**config.mk**
```make
export PLATFORM = sky130hd
export DESIGN_NAME = quasi_resonant_valley_counter
export DESIGN_NICKNAME = d
export VERILOG_FILES = /design/src/core/cycle_timer.v /design/src/core/pin_sync.v /design/src/core/quasi_resonant_valley_counter.v
export VERILOG_INCLUDE_DIRS = /design/src /design/src/shared
export SDC_FILE = /design/constraint.sdc
export NUM_CORES = 1
export LEC_CHECK = 0
export BUFFER_PORTS_ARGS = -buffer_cell sky130_fd_sc_hd__buf_4
export CAP_MARGIN = 10
export CORE_ASPECT_RATIO = 0.7
export CORE_UTILIZATION = 60
export CTS_CLUSTER_SIZE = 40
export DETAILED_ROUTE_END_ITERATION = 10
export HOLD_SLACK_MARGIN = 0.1
export PLACE_DENSITY = 0.77
export SLEW_MARGIN = 20
export SYNTH_ARGS = -nofsm -noshare
export SYNTH_HDL_FRONTEND = slang
export SYNTH_SLANG_ARGS = --single-unit
```
**constraint.sdc**
```tcl
create_clock -name clk -period 2.75 [get_ports clk]
set_input_delay 0.55 -clock clk [delete_from_list [all_inputs] [get_ports clk]]
set_output_delay 0.55 -clock clk [all_outputs]
set_load 0.02 [all_outputs]
```
**src/shared/qr_valley_defs.vh**
```
/*
 * Timing constants, counter limits and soft-start levels for the quasi-resonant valley counter.
 * Assumes a 20 MHz system clock; each time is kept in its own unit and turned into cycles here.
 */
`ifndef QR_VALLEY_DEFS_VH
`define QR_VALLEY_DEFS_VH

// ============================================================
// Clock
// ============================================================
`define CLK_FREQ_HZ 20000000

// ============================================================
// Soft-start
// ============================================================
`define SOFTSTART_DURATION_MS 12
`define SOFTSTART_STEPS 4
`define SOFTSTART_STEP_CYCLES ((`SOFTSTART_DURATION_MS * (`CLK_FREQ_HZ / 1000)) / `SOFTSTART_STEPS)
`define CS_LIMIT_W 2
`define CS_LIMIT_INIT 2'h0
`define CS_LIMIT_FINAL 2'h3

// ============================================================
// Feedback evaluation period
// ============================================================
`define EVAL_PERIOD_MS 48
`define EVAL_PERIOD_CYCLES (`EVAL_PERIOD_MS * (`CLK_FREQ_HZ / 1000))

// ============================================================
// Counters
// ============================================================
`define CNT_W 3
`define VALLEY_MIN 3'h1
`define VALLEY_MAX 3'h7
`define ZC_MIN 3'h0
`define ZC_MAX 3'h7

// ============================================================
// Gate timing
// ============================================================
`define RING_SUPPRESS_US 2
`define RING_SUPPRESS_CYCLES (`RING_SUPPRESS_US * (`CLK_FREQ_HZ / 1000000))
`define MAX_OFF_US 50
`define MAX_OFF_CYCLES (`MAX_OFF_US * (`CLK_FREQ_HZ / 1000000))
`define OVP_BLANK_US 5
`define OVP_BLANK_CYCLES (`OVP_BLANK_US * (`CLK_FREQ_HZ / 1000000))

`endif

```
**src/core/cycle_timer.v**
```verilog
/*
 * Restartable down-counting timer that reports expiry as a level.
 * Assumes the load value fits in 24 bits and is at least one cycle.
 */
`timescale 1ns/1ps

module cycle_timer #(
	parameter [23:0] LOAD = 24'h000001
) (
	// Clock and reset
	input wire clk,
	input wire rst_n,
	// Control and status
	input wire restart,
	input wire run,
	output wire expired
);

	reg [23:0] count_q;

	// ============================================================
	// Counter
	// ============================================================
	always @(posedge clk or negedge rst_n) begin
		if (!rst_n) begin
			count_q <= 24'h000000;
		end else if (restart) begin
			count_q <= LOAD;
		end else if (run && count_q != 24'h000000) begin
			count_q <= count_q - 24'h000001;
		end
	end

	assign expired = (count_q == 24'h000000);

endmodule // cycle_timer

```
**src/core/pin_sync.v**
```verilog
/*
 * Three-stage synchroniser with agreement filter for one asynchronous comparator input.
 * Assumes the input is a slow level from an analog comparator outside the clock domain.
 */
`timescale 1ns/1ps

module pin_sync (
	// Clock and reset
	input wire clk,
	input wire rst_n,
	// Pin and filtered level
	input wire pinIn,
	output reg levelOut
);

	reg meta_q;
	reg stage2_q;
	reg stage3_q;

	// ============================================================
	// Stages
	// ============================================================
	// The first stage is read only by the second one; a change is accepted once the
	// second and third stages agree, which rejects a single-cycle glitch.
	always @(posedge clk or negedge rst_n) begin
		if (!rst_n) begin
			meta_q <= 1'b0;
			stage2_q <= 1'b0;
			stage3_q <= 1'b0;
			levelOut <= 1'b0;
		end else begin
			meta_q <= pinIn;
			stage2_q <= meta_q;
			stage3_q <= stage2_q;
			if (stage2_q == stage3_q) begin
				levelOut <= stage3_q;
			end
		end
	end

endmodule // pin_sync

```
**src/core/quasi_resonant_valley_counter.v**
```verilog
/*
 * Digital control of a quasi-resonant flyback controller: start-up hand-off, stepped
 * soft-start of the peak current limit, feedback-driven valley counter, zero-crossing
 * counter, gate drive set/reset and output overvoltage latch-off.
 * Assumes all comparator inputs are asynchronous levels from the analog stage and that
 * the gate gate_drive_output follows gateDrive directly.
 */
// Functional notes
// - Supply above turn-on threshold disables pre-charge and starts soft-started switching.
// - Soft-start is time based, fixed total duration, split into four equal steps.
// - Peak current limit rises one step at a time from initial to final level.
// - Feedback thresholds are evaluated once per 48 ms period; counter updates then.
// - Feedback always below low threshold: valley counter increments, saturating at 7.
// - Feedback above low but never above high threshold: counter holds.
// - Feedback above high but never above reset threshold: counter decrements, floor 1.
// - Feedback above reset threshold forces the valley counter to 1.
// - Valley counter stays in 1..7; out-of-range requests are ignored.
// - Valley counter starts at 1 at start-up.
// - Low and high count thresholds are chosen internally by sensed line level.
// - Zero-crossing counter saturates between 0 and 7.
// - After turn-off each falling valley-sense crossing increments the zero-crossing count.
// - Zero-crossing counter clears whenever gate drive goes high.
// - Valley sense above overvoltage threshold while off latches off after blanking.
// - Turn-on comes from counter logic; turn-off from analog current comparison.
// - After ringing suppression, turn on when zero-crossing count reaches valley count.
// - Gate drive off for maximum off time turns on regardless of counters.
// - Scaled current sense above feedback resets the output flip-flop.
`timescale 1ns/1ps
`include "qr_valley_defs.vh"

module quasi_resonant_valley_counter (
	// Clock and reset
	input wire clk,
	input wire rst_n,
	// Supply monitor
	input wire supplyAboveTurnOn,
	output reg prechargeEnable,
	// Feedback comparators, both threshold sets
	input wire feedbackAboveUpLowLine,
	input wire feedbackAboveDownLowLine,
	input wire feedbackAboveUpHighLine,
	input wire feedbackAboveDownHighLine,
	input wire feedbackAboveResetThreshold,
	input wire highLineSensed,
	// Valley sense comparators
	input wire valleySenseAboveDetect,
	input wire valleySenseAboveOvervoltage,
	// Current comparator
	input wire currentAboveFeedback,
	// Gate drive and status
	output reg gateDrive,
	output reg [`CS_LIMIT_W-1:0] csLimitStep,
	output reg softStartActive,
	output reg latchedOff,
	output reg [`CNT_W-1:0] valleyCount,
	output reg [`CNT_W-1:0] zeroCrossCount
);

	// ============================================================
	// State encoding
	// ============================================================
	localparam [1:0] ST_PRECHARGE = 2'h0;
	localparam [1:0] ST_SOFTSTART = 2'h1;
	localparam [1:0] ST_RUN = 2'h2;
	localparam [1:0] ST_LATCHED = 2'h3;

	// The cycle counts are integer arithmetic; all fit the 24-bit timers, so the top bits go.
	localparam integer SS_STEP_INT = `SOFTSTART_STEP_CYCLES;
	localparam integer EVAL_INT = `EVAL_PERIOD_CYCLES;
	localparam integer RING_INT = `RING_SUPPRESS_CYCLES;
	localparam integer MAXOFF_INT = `MAX_OFF_CYCLES;
	localparam integer OVP_INT = `OVP_BLANK_CYCLES;
	localparam [23:0] SS_STEP_LOAD = SS_STEP_INT[23:0];
	localparam [23:0] EVAL_LOAD = EVAL_INT[23:0];
	localparam [23:0] RING_LOAD = RING_INT[23:0];
	localparam [23:0] MAXOFF_LOAD = MAXOFF_INT[23:0];
	localparam [23:0] OVP_LOAD = OVP_INT[23:0];

	// ============================================================
	// Input synchronisers
	// ============================================================
	wire [9:0] rawIn;
	wire [9:0] syncIn;

	assign rawIn = {supplyAboveTurnOn, feedbackAboveUpLowLine, feedbackAboveDownLowLine,
		feedbackAboveUpHighLine, feedbackAboveDownHighLine, feedbackAboveResetThreshold,
		highLineSensed, valleySenseAboveDetect, valleySenseAboveOvervoltage,
		currentAboveFeedback};

	genvar gi;
	generate
		for (gi = 0; gi < 10; gi = gi + 1) begin : g_sync
			pin_sync u_sync (
				.clk(clk),
				.rst_n(rst_n),
				.pinIn(rawIn[gi]),
				.levelOut(syncIn[gi])
			);
		end
	endgenerate

	wire supplyOk = syncIn[9];
	wire fbUpLow = syncIn[8];
	wire fbDownLow = syncIn[7];
	wire fbUpHigh = syncIn[6];
	wire fbDownHigh = syncIn[5];
	wire fbReset = syncIn[4];
	wire lineHigh = syncIn[3];
	wire zcAbove = syncIn[2];
	wire ovpAbove = syncIn[1];
	wire csTrip = syncIn[0];

	// Threshold set follows the sensed line so foldback does not move the count points.
	wire fbAboveUp = lineHigh ? fbUpHigh : fbUpLow;
	wire fbAboveDown = lineHigh ? fbDownHigh : fbDownLow;

	// ============================================================
	// Sequencer
	// ============================================================
	reg [1:0] state_q;
	reg [1:0] state_d;
	wire ssTick;
	wire switching = (state_q == ST_SOFTSTART) || (state_q == ST_RUN);
	wire ovpExpired;
	reg ovpArm_q;

	cycle_timer #(.LOAD(SS_STEP_LOAD)) u_ss_timer (
		.clk(clk),
		.rst_n(rst_n),
		.restart(state_q == ST_PRECHARGE || ssTick),
		.run(state_q == ST_SOFTSTART),
		.expired(ssTick)
	);

	always @* begin
		state_d = state_q;
		case (state_q)
			ST_PRECHARGE: begin
				if (supplyOk) begin
					state_d = ST_SOFTSTART;
				end
			end
			ST_SOFTSTART: begin
				if (ssTick && csLimitStep == `CS_LIMIT_FINAL) begin
					state_d = ST_RUN;
				end
			end
			ST_RUN: begin
				state_d = ST_RUN;
			end
			ST_LATCHED: begin
				state_d = ST_LATCHED;
			end
			default: begin
				state_d = ST_PRECHARGE;
			end
		endcase
		if (switching && ovpArm_q && ovpExpired && ovpAbove && !gateDrive) begin
			state_d = ST_LATCHED;
		end
	end

	always @(posedge clk or negedge rst_n) begin
		if (!rst_n) begin
			state_q <= ST_PRECHARGE;
			csLimitStep <= `CS_LIMIT_INIT;
			prechargeEnable <= 1'b1;
			softStartActive <= 1'b0;
			latchedOff <= 1'b0;
		end else begin
			state_q <= state_d;
			prechargeEnable <= (state_d == ST_PRECHARGE);
			softStartActive <= (state_d == ST_SOFTSTART);
			latchedOff <= (state_d == ST_LATCHED);
			// Four equal steps: the limit moves once per step interval up to final.
			if (state_q == ST_SOFTSTART && ssTick && csLimitStep != `CS_LIMIT_FINAL) begin
				csLimitStep <= csLimitStep + 2'h1;
			end
		end
	end

	// ============================================================
	// Feedback evaluation and valley counter
	// ============================================================
	wire evalTick;
	reg seenAboveUp_q;
	reg seenAboveDown_q;
	reg seenAboveReset_q;

	cycle_timer #(.LOAD(EVAL_LOAD)) u_eval_timer (
		.clk(clk),
		.rst_n(rst_n),
		.restart(!switching || evalTick),
		.run(switching),
		.expired(evalTick)
	);

	// Saturating step: a request that would leave the range leaves the value unchanged.
	function [`CNT_W-1:0] satStep;
		input [`CNT_W-1:0] value;
		input up;
		input [`CNT_W-1:0] lo;
		input [`CNT_W-1:0] hi;
		begin
			if (up) begin
				satStep = (value >= hi) ? hi : value + 3'h1;
			end else begin
				satStep = (value <= lo) ? lo : value - 3'h1;
			end
		end
	endfunction

	always @(posedge clk or negedge rst_n) begin
		if (!rst_n) begin
			valleyCount <= `VALLEY_MIN;
			seenAboveUp_q <= 1'b0;
			seenAboveDown_q <= 1'b0;
			seenAboveReset_q <= 1'b0;
		end else if (!switching) begin
			valleyCount <= `VALLEY_MIN;
			seenAboveUp_q <= 1'b0;
			seenAboveDown_q <= 1'b0;
			seenAboveReset_q <= 1'b0;
		end else if (evalTick) begin
			if (seenAboveReset_q || fbReset) begin
				valleyCount <= `VALLEY_MIN;
			end else if (seenAboveDown_q || fbAboveDown) begin
				valleyCount <= satStep(valleyCount, 1'b0, `VALLEY_MIN, `VALLEY_MAX);
			end else if (!(seenAboveUp_q || fbAboveUp)) begin
				valleyCount <= satStep(valleyCount, 1'b1, `VALLEY_MIN, `VALLEY_MAX);
			end else begin
				// The low threshold was crossed but not the high one.
				valleyCount <= valleyCount;
			end
			seenAboveUp_q <= 1'b0;
			seenAboveDown_q <= 1'b0;
			seenAboveReset_q <= 1'b0;
		end else begin
			seenAboveUp_q <= seenAboveUp_q | fbAboveUp;
			seenAboveDown_q <= seenAboveDown_q | fbAboveDown;
			seenAboveReset_q <= seenAboveReset_q | fbReset;
		end
	end

	// ============================================================
	// Zero-crossing counter
	// ============================================================
	reg zcPrev_q;
	wire zcFall = zcPrev_q && !zcAbove;
	wire gateRise;

	always @(posedge clk or negedge rst_n) begin
		if (!rst_n) begin
			zcPrev_q <= 1'b0;
			zeroCrossCount <= `ZC_MIN;
		end else begin
			zcPrev_q <= zcAbove;
			if (gateRise) begin
				zeroCrossCount <= `ZC_MIN;
			end else if (!gateDrive && zcFall) begin
				zeroCrossCount <= satStep(zeroCrossCount, 1'b1, `ZC_MIN, `ZC_MAX);
			end
		end
	end

	// ============================================================
	// Gate drive
	// ============================================================
	wire ringDone;
	wire maxOffDone;

	cycle_timer #(.LOAD(RING_LOAD)) u_ring_timer (
		.clk(clk),
		.rst_n(rst_n),
		.restart(gateDrive),
		.run(1'b1),
		.expired(ringDone)
	);

	cycle_timer #(.LOAD(MAXOFF_LOAD)) u_maxoff_timer (
		.clk(clk),
		.rst_n(rst_n),
		.restart(gateDrive),
		.run(1'b1),
		.expired(maxOffDone)
	);

	// Blanking restarts while the switch is on or the overvoltage level is low, so brief ringing cannot latch the part.
	cycle_timer #(.LOAD(OVP_LOAD)) u_ovp_timer (
		.clk(clk),
		.rst_n(rst_n),
		.restart(gateDrive || !ovpAbove),
		.run(1'b1),
		.expired(ovpExpired)
	);

	always @(posedge clk or negedge rst_n) begin
		if (!rst_n) begin
			ovpArm_q <= 1'b0;
		end else begin
			ovpArm_q <= !gateDrive && ovpAbove;
		end
	end

	// Turn-on is counter and timer driven; turn-off follows the comparator, or latch-off and leaving the switching states.
	wire turnOn = switching && state_d != ST_LATCHED && !gateDrive && !csTrip &&
		((ringDone && zeroCrossCount >= valleyCount) || maxOffDone);
	assign gateRise = turnOn;

	always @(posedge clk or negedge rst_n) begin
		if (!rst_n) begin
			gateDrive <= 1'b0;
		end else if (!switching || state_d == ST_LATCHED) begin
			gateDrive <= 1'b0;
		end else if (gateDrive && csTrip) begin
			gateDrive <= 1'b0;
		end else if (turnOn) begin
			gateDrive <= 1'b1;
		end
	end

endmodule // quasi_resonant_valley_counter

```
Word-level counts from Yosys, hierarchy flattened. Cells that the tools add are included.

Bits in registers: 179. Bits in latches: 0. RAM bits: 0. ROM bits: 0. Input port bits: 12. Logic and storage cells: 181. Memories: 0.

Add/subtract/negate cells: 9. Multiply operators: 0. Div/mod/pow operators: 0. Magnitude comparators: 4. Equality and inequality tests: 20. Shifts and indexed selects: 0. Mux-type cells: 35. Bitwise gates (word level): 3. Reductions and logical operators: 52.

Operators by type and width (count): $mux 24 (10); $logic_not 24->1 (5); $reduce_bool 24->1 (5); $sub 24x1->24 const B (5); $mux 3 (10); $logic_and 1x1->1 (18); $reduce_bool 2->1 (6); $mux 1 (11); $eq 1x1->1 (10); $logic_or 1x1->1 (9); $eq 2x2->1 const B (4); $pmux 2 s4 (1); $add 3x1->3 const B (2); $ge 3x3->1 const B (2); $mux 2 (3); $logic_not 1->1 (5); $eq 2x1->1 const B (2); $logic_not 2->1 (2); $ne 2x2->1 const B (2); $ne 4x4->1 const B (1); $ge 3x3->1 (1); $le 3x1->1 const B (1); $or 1x1->1 (3); $reduce_bool 3->1 (1); other kinds (4) (4).

Depth between registers and ports, before layout.
Depth after elaboration: 15. Mapped depth: 9. Mapped depth without buffers: 8.

Cells and area by module. Synthesis repeated with hierarchy kept, for this count alone.

Cell total of the unflattened synthesis: 948. Area, all modules: 9761.9 um2.

By module, submodules not included: cycle_timer (u_ovp_timer) (instances 1, cells each 166, area an instance 1679.1 um2); cycle_timer (u_eval_timer) (instances 1, cells each 156, area an instance 1483.9 um2); cycle_timer (u_ss_timer) (instances 1, cells each 159, area an instance 1473.9 um2); cycle_timer (u_ring_timer) (instances 1, cells each 155, area an instance 1448.9 um2); cycle_timer (u_maxoff_timer) (instances 1, cells each 143, area an instance 1397.6 um2); quasi_resonant_valley_counter (instances 1, cells each 119, area an instance 1164.9 um2); pin_sync (instances 10, cells each 5, area an instance 111.4 um2).

Worst setup path before layout. No wires, ideal clock.

Kind: reg-to-reg. Start point: register u_ss_timer.count_q[20]. End point: register zeroCrossCount[0]. Library setup time: 0.136 ns. Arrival time: 2.354 ns. Data required time: 2.614 ns. Setup slack: 0.260 ns. Stages on the path, launching flop included: 7. Path through: dfrtp_1 or3_1 or4_1 nor3_2 mux2_2 nor4_1 nor2_1.

Longest elaborated chain between the ends: 11.

Ends and longest elaborated chain: start, declared (line cycle_timer.v:19) `reg [23:0] count_q;`; start signal, assigned (line cycle_timer.v:30) `count_q <= count_q - 24'h000001;`; $logic_not 24->1 (*) (line cycle_timer.v:34) `assign expired = (count_q == 24'h000000);`; $logic_and 1x1->1 (no line) (*); $mux 2 (*) (line quasi_resonant_valley_counter.v:144) `` if (ssTick && csLimitStep == `CS_LIMIT_FINAL) begin ``; $pmux 2 s4 (*) (line quasi_resonant_valley_counter.v:137) `case (state_q)`; $mux 2 (*) (line quasi_resonant_valley_counter.v:158) `if (switching && ovpArm_q && ovpExpired && ovpAbove && !gateDrive) begin`; $ne 2x2->1 (*) (line quasi_resonant_valley_counter.v:306) `wire turnOn = switching && state_d != ST_LATCHED && !gateDrive && !csTrip &&`; $logic_and 1x1->1 (*) (4 in a row) (line quasi_resonant_valley_counter.v:306); $mux 3 / $reduce_bool 2->1 (equally long branches); end signal, assigned (line quasi_resonant_valley_counter.v:255) `` zeroCrossCount <= `ZC_MIN; ``; end signal, assigned (line quasi_resonant_valley_counter.v:259) `` zeroCrossCount <= `ZC_MIN; ``; end signal, assigned (line quasi_resonant_valley_counter.v:261) `` zeroCrossCount <= satStep(zeroCrossCount, 1'b1, `ZC_MIN, `ZC_MAX); ``; end, declared (line quasi_resonant_valley_counter.v:56) `` output reg [`CNT_W-1:0] zeroCrossCount ``.

Every way passes the cells marked *; elsewhere a longest branch is shown, timed or not. A chain may end at the register's enable or synchronous reset.

Worst setup path after layout.
Start point: register u_ss_timer.count_q[20]. End point: register zeroCrossCount[2].

Same word-level chain as after synthesis.

==> impl_summary.md <==
Die
The total die area is 0.0141 mm². The starting density of the core is 61.7%. The width of the die is approximately 140 µm. Measured along the y axis, the die boundary spans ~100 µm. 24 I/O pins were placed. The standard-cell row count is 35. The area of the core is 0.0132 mm².

Yosys
In this run, distinct cell masters in the synthesized netlist total between 50 and 60. The sequential fraction of the synthesis area is 54.9%. The share of flip-flops with an asynchronous set or reset is 100%. Synthesis produced 780 cells. The number of nets produced by synthesis is 813. The synthesized design contains 0 enable-type register cells. dfrtp_1 takes more of the synthesized area than any other cell. The flip-flop cell with the highest count after synthesis is dfrtp_1. In this run, synthesis produced a sequential element count of 179. In this run the cell area of the synthesized design comes to 0.00816 mm². The most used standard cell by instance count after synthesis is dfrtp_1. Of the post-synthesis cell area, the dominant cell type holds 54.3%.

Sorting the synthesized cells by area gives the leading types as dfrtp_1 54%, xnor2_1 5.8%, nor2_1 5.5%. The mean post-synth cell area is 10.5 µm². Yosys printed 0 warnings. Ranked by instance count, the synthesized netlist is headed by 177 x dfrtp_1, 120 x nor2_1, 80 x nand2_1.

Timing
The max-slew headroom at the worst pin is 55.7%. Setup violations remaining at the end of the flow were counted as 0. The clock arrives with 8.46 ps of skew. The maximum clock frequency is 0.394 GHz. The time the final worst path needs with I/O delays and setup is 2540 ps. In the finished design, the share of the clock period the worst path needs comes to 92.3%. The count of final hold-check violations was 0. Adding up every negative setup slack in the final design gives 0 ps. At the pin with the least slew margin, the transition time is 658 ps.

The count of final max-slew check failures is 0. Setup repair after global routing left no endpoint under its margin.

Run
Max-cap violations in this run came to 0.

CTS
The total clock buffers created by CTS is 17. TritonCTS built the clock tree. The post-cts hold buffer count is 1. The register clock-pin slew on the reported worst setup and hold paths is 70 ps. The clock latency on the worst-skew pair is 430 ps.

Counting every sink on the clock net gives 179. The number of gates resized after CTS is 0. Clock tree synthesis selected as its root buffer the cell clkbuf_16.

The clock tree buffer depth is 2. The number of buffers added for setup after CTS is 0. The number of H-tree levels is 4.

Layout
The fraction of layout cells with a size suffix above 1 is 11.5%. The net count of the finished layout is approximately 860. The number of antenna diodes in the final layout is 0. The area growth from synthesis to final layout is 13.1%.

With fillers left out, the area of the finished cells amounts to slightly above 0.009 mm². Excluding fillers, the count of instances in the completed layout stands at 1021.

Route
For this block, wires on met1 add up to between 7000 and 8000 µm. Dividing the detail-routed via count by the number of cells gives 5.62. In this run the top signal layer used is met4. The detailed route wirelength on metal2 is between 7000 and 8000 µm.

After detailed routing, the average wire length per cell comes to 15.7 µm. The first TritonRoute pass finished after 5 iterations. After the first detailed-routing iteration, the DRC count stood at 302. The detailed-route via count is 5738. The remaining routing DRC violations is 0. After detailed routing, the met3 layer carries 451 µm of wire. Once detail routing completed, the nets flagged for antenna violations numbered 0. Wires add up to 16000 µm.

Global route
The residual overflow from global routing is 0. The largest net degree at the start of global routing is between 60 and 70. The wire length of the first global-routing pass is 28100 µm. The via count of the first global-routing pass is 5889. Across every metal layer, demand over resource in global routing totals 25.4%.

The initial antenna violation count is 0.

Placed design
The wire-length estimate of the detail-placed layout is 10800 µm. The number of placed instances, taps included, is 988. Summing all placed instances gives a cell area of 0.00863 mm². The total of buffers placed on input and output ports is 23. Routability-driven placement finished with a final weighted congestion of 0.831.

Worst setup path
Data arrives at the worst endpoint at 2830 ps. The worst setup path is launched from a flop. STA classifies the critical path endpoint as a flop. The start-to-end type of the worst setup path is flop to flop. The worst register-to-register path has a setup slack of 210 ps. Of all nets on the critical path, the largest fanout is 4. The worst endpoint required time is 3040 ps.

Power and ir drop
Across the VDD grid, the largest voltage drop is 0.000490 V. For this design the ratio of total power to cell area is 950 mW/mm². The analysis attributes to cell leakage a power of 3.97 nW.

Min path
The min-delay analysis places its worst path in the category input port to flop.

Outcome
The flow ran to the end, and the final reports show no timing, DRC or antenna violations.
-- worst max-delay path, stage by stage, from the launching register on --
cell     delay (ps)
dfrtp_1         420
or3_1           410
or4_1           520
nor3_2          160
mux2_2          370
nor4_1          430
a21oi_1          90
-- through the flow --
stage	power, mW	hold slack [ps]	utilization [%]	setup slack [ps]
2_1_floorplan	5.54	254	-	260
3_3_place_gp	6.18	333	65.3	223
3_5_place_dp	6.36	336	65.3	208
4_1_cts	8.80	209	69.7	179
5_1_grt	9.33	209	69.7	50.6
6_report	8.76	218	69.7	211
-- routing by layer --
layer / vias up / global-route usage (%)
li1: 2779 / -
met1: 2846 / 34.9
met2: 86 / 40.9
met3: 27 / 5.15
met4: 0 / 8.36
met5: - / 0
-- registers in the layout, summed over array words and instances (netlist names), 2 cells and up --
register / count
u_maxoff_timer.count_q: 24
u_eval_timer.count_q: 24
g_sync.u_sync.levelOut: 10
valleyCount: 3
state_q: 2
g_sync.u_sync.stage3_q: 10
u_ss_timer.count_q: 24
csLimitStep: 2
g_sync.u_sync.meta_q: 10
g_sync.u_sync.stage2_q: 10
u_ovp_timer.count_q: 24
zeroCrossCount: 3
u_ring_timer.count_q: 24
-- area by class of cell --
type	instances	area, µm²
Timing Repair Buffer	40	319
Sequential cell	179	4480
Inverter	20	75.1
Tap cell	185	231
Fill cell	1001	4000
Clock buffer	18	439
Clock inverter	14	139
Multi-Input combinational cell	565	3540
-- placed cells by master, fill, tap and decap left out, types with 4 or more instances in the layout --
master,instances
dfrtp_1,177
nor2_1,120
nand2_1,80
xnor2_1,54
xor2_1,43
buf_4,37
nor3_1,28
nor4_1,26
a21oi_1,24
ha_1,21
inv_1,19
clkbuf_16,17
or3_1,16
nand3_1,15
o21ai_0,12
or4_1,11
nor2b_1,10
maj3_1,10
o31ai_1,9
nor3b_1,9
nand2b_1,8
nand4_1,7
a211oi_1,7
inv_8,6
or2_2,5
and3_1,4
nand3b_1,4
a21o_1,4
-- final timing paths --
| kind | start | end | cells after the start |
|---|---|---|---|
| min in group asynchronous | rst_n | csLimitStep[1] | 2 |
| hold / removal | feedbackAboveUpHighLine | g_sync[6].u_sync.meta_q | 1 |
| max in group asynchronous | rst_n | u_eval_timer.count_q[12] | 3 |
| hold reg to reg | g_sync[1].u_sync.meta_q | g_sync[1].u_sync.stage2_q | 0 |
| setup / recovery | u_ss_timer.count_q[20] | zeroCrossCount[2] | 6 |
| setup reg to reg | u_ss_timer.count_q[20] | zeroCrossCount[2] | 6 |
-- logic make-up (layout without fill, tap and decap cells) --
group | after synthesis | after routing | synth area share [%]
AOI/OAI and AO/OA | 73 | 73 | 6.00
xor gates and xnor gates | 97 | 97 | 10.4
adders and majority gates | 31 | 31 | 4.45
buffers and inverters | 36 | 92 | 1.70
DFF | 179 | 179 | 54.9
muxes | 3 | 3 | 0.414
and+or+nand+nor | 361 | 361 | 22.1
-- report_power, final --
group	switching [mW]	internal (mW)	leakage [nW]
clock network	1.13	1.23	0.282
registers	0.539	3.17	2.22
logic	1.60	1.09	1.48
total	3.27	5.49	3.97
No activity file was read; power rests on OpenSTA's default activity.
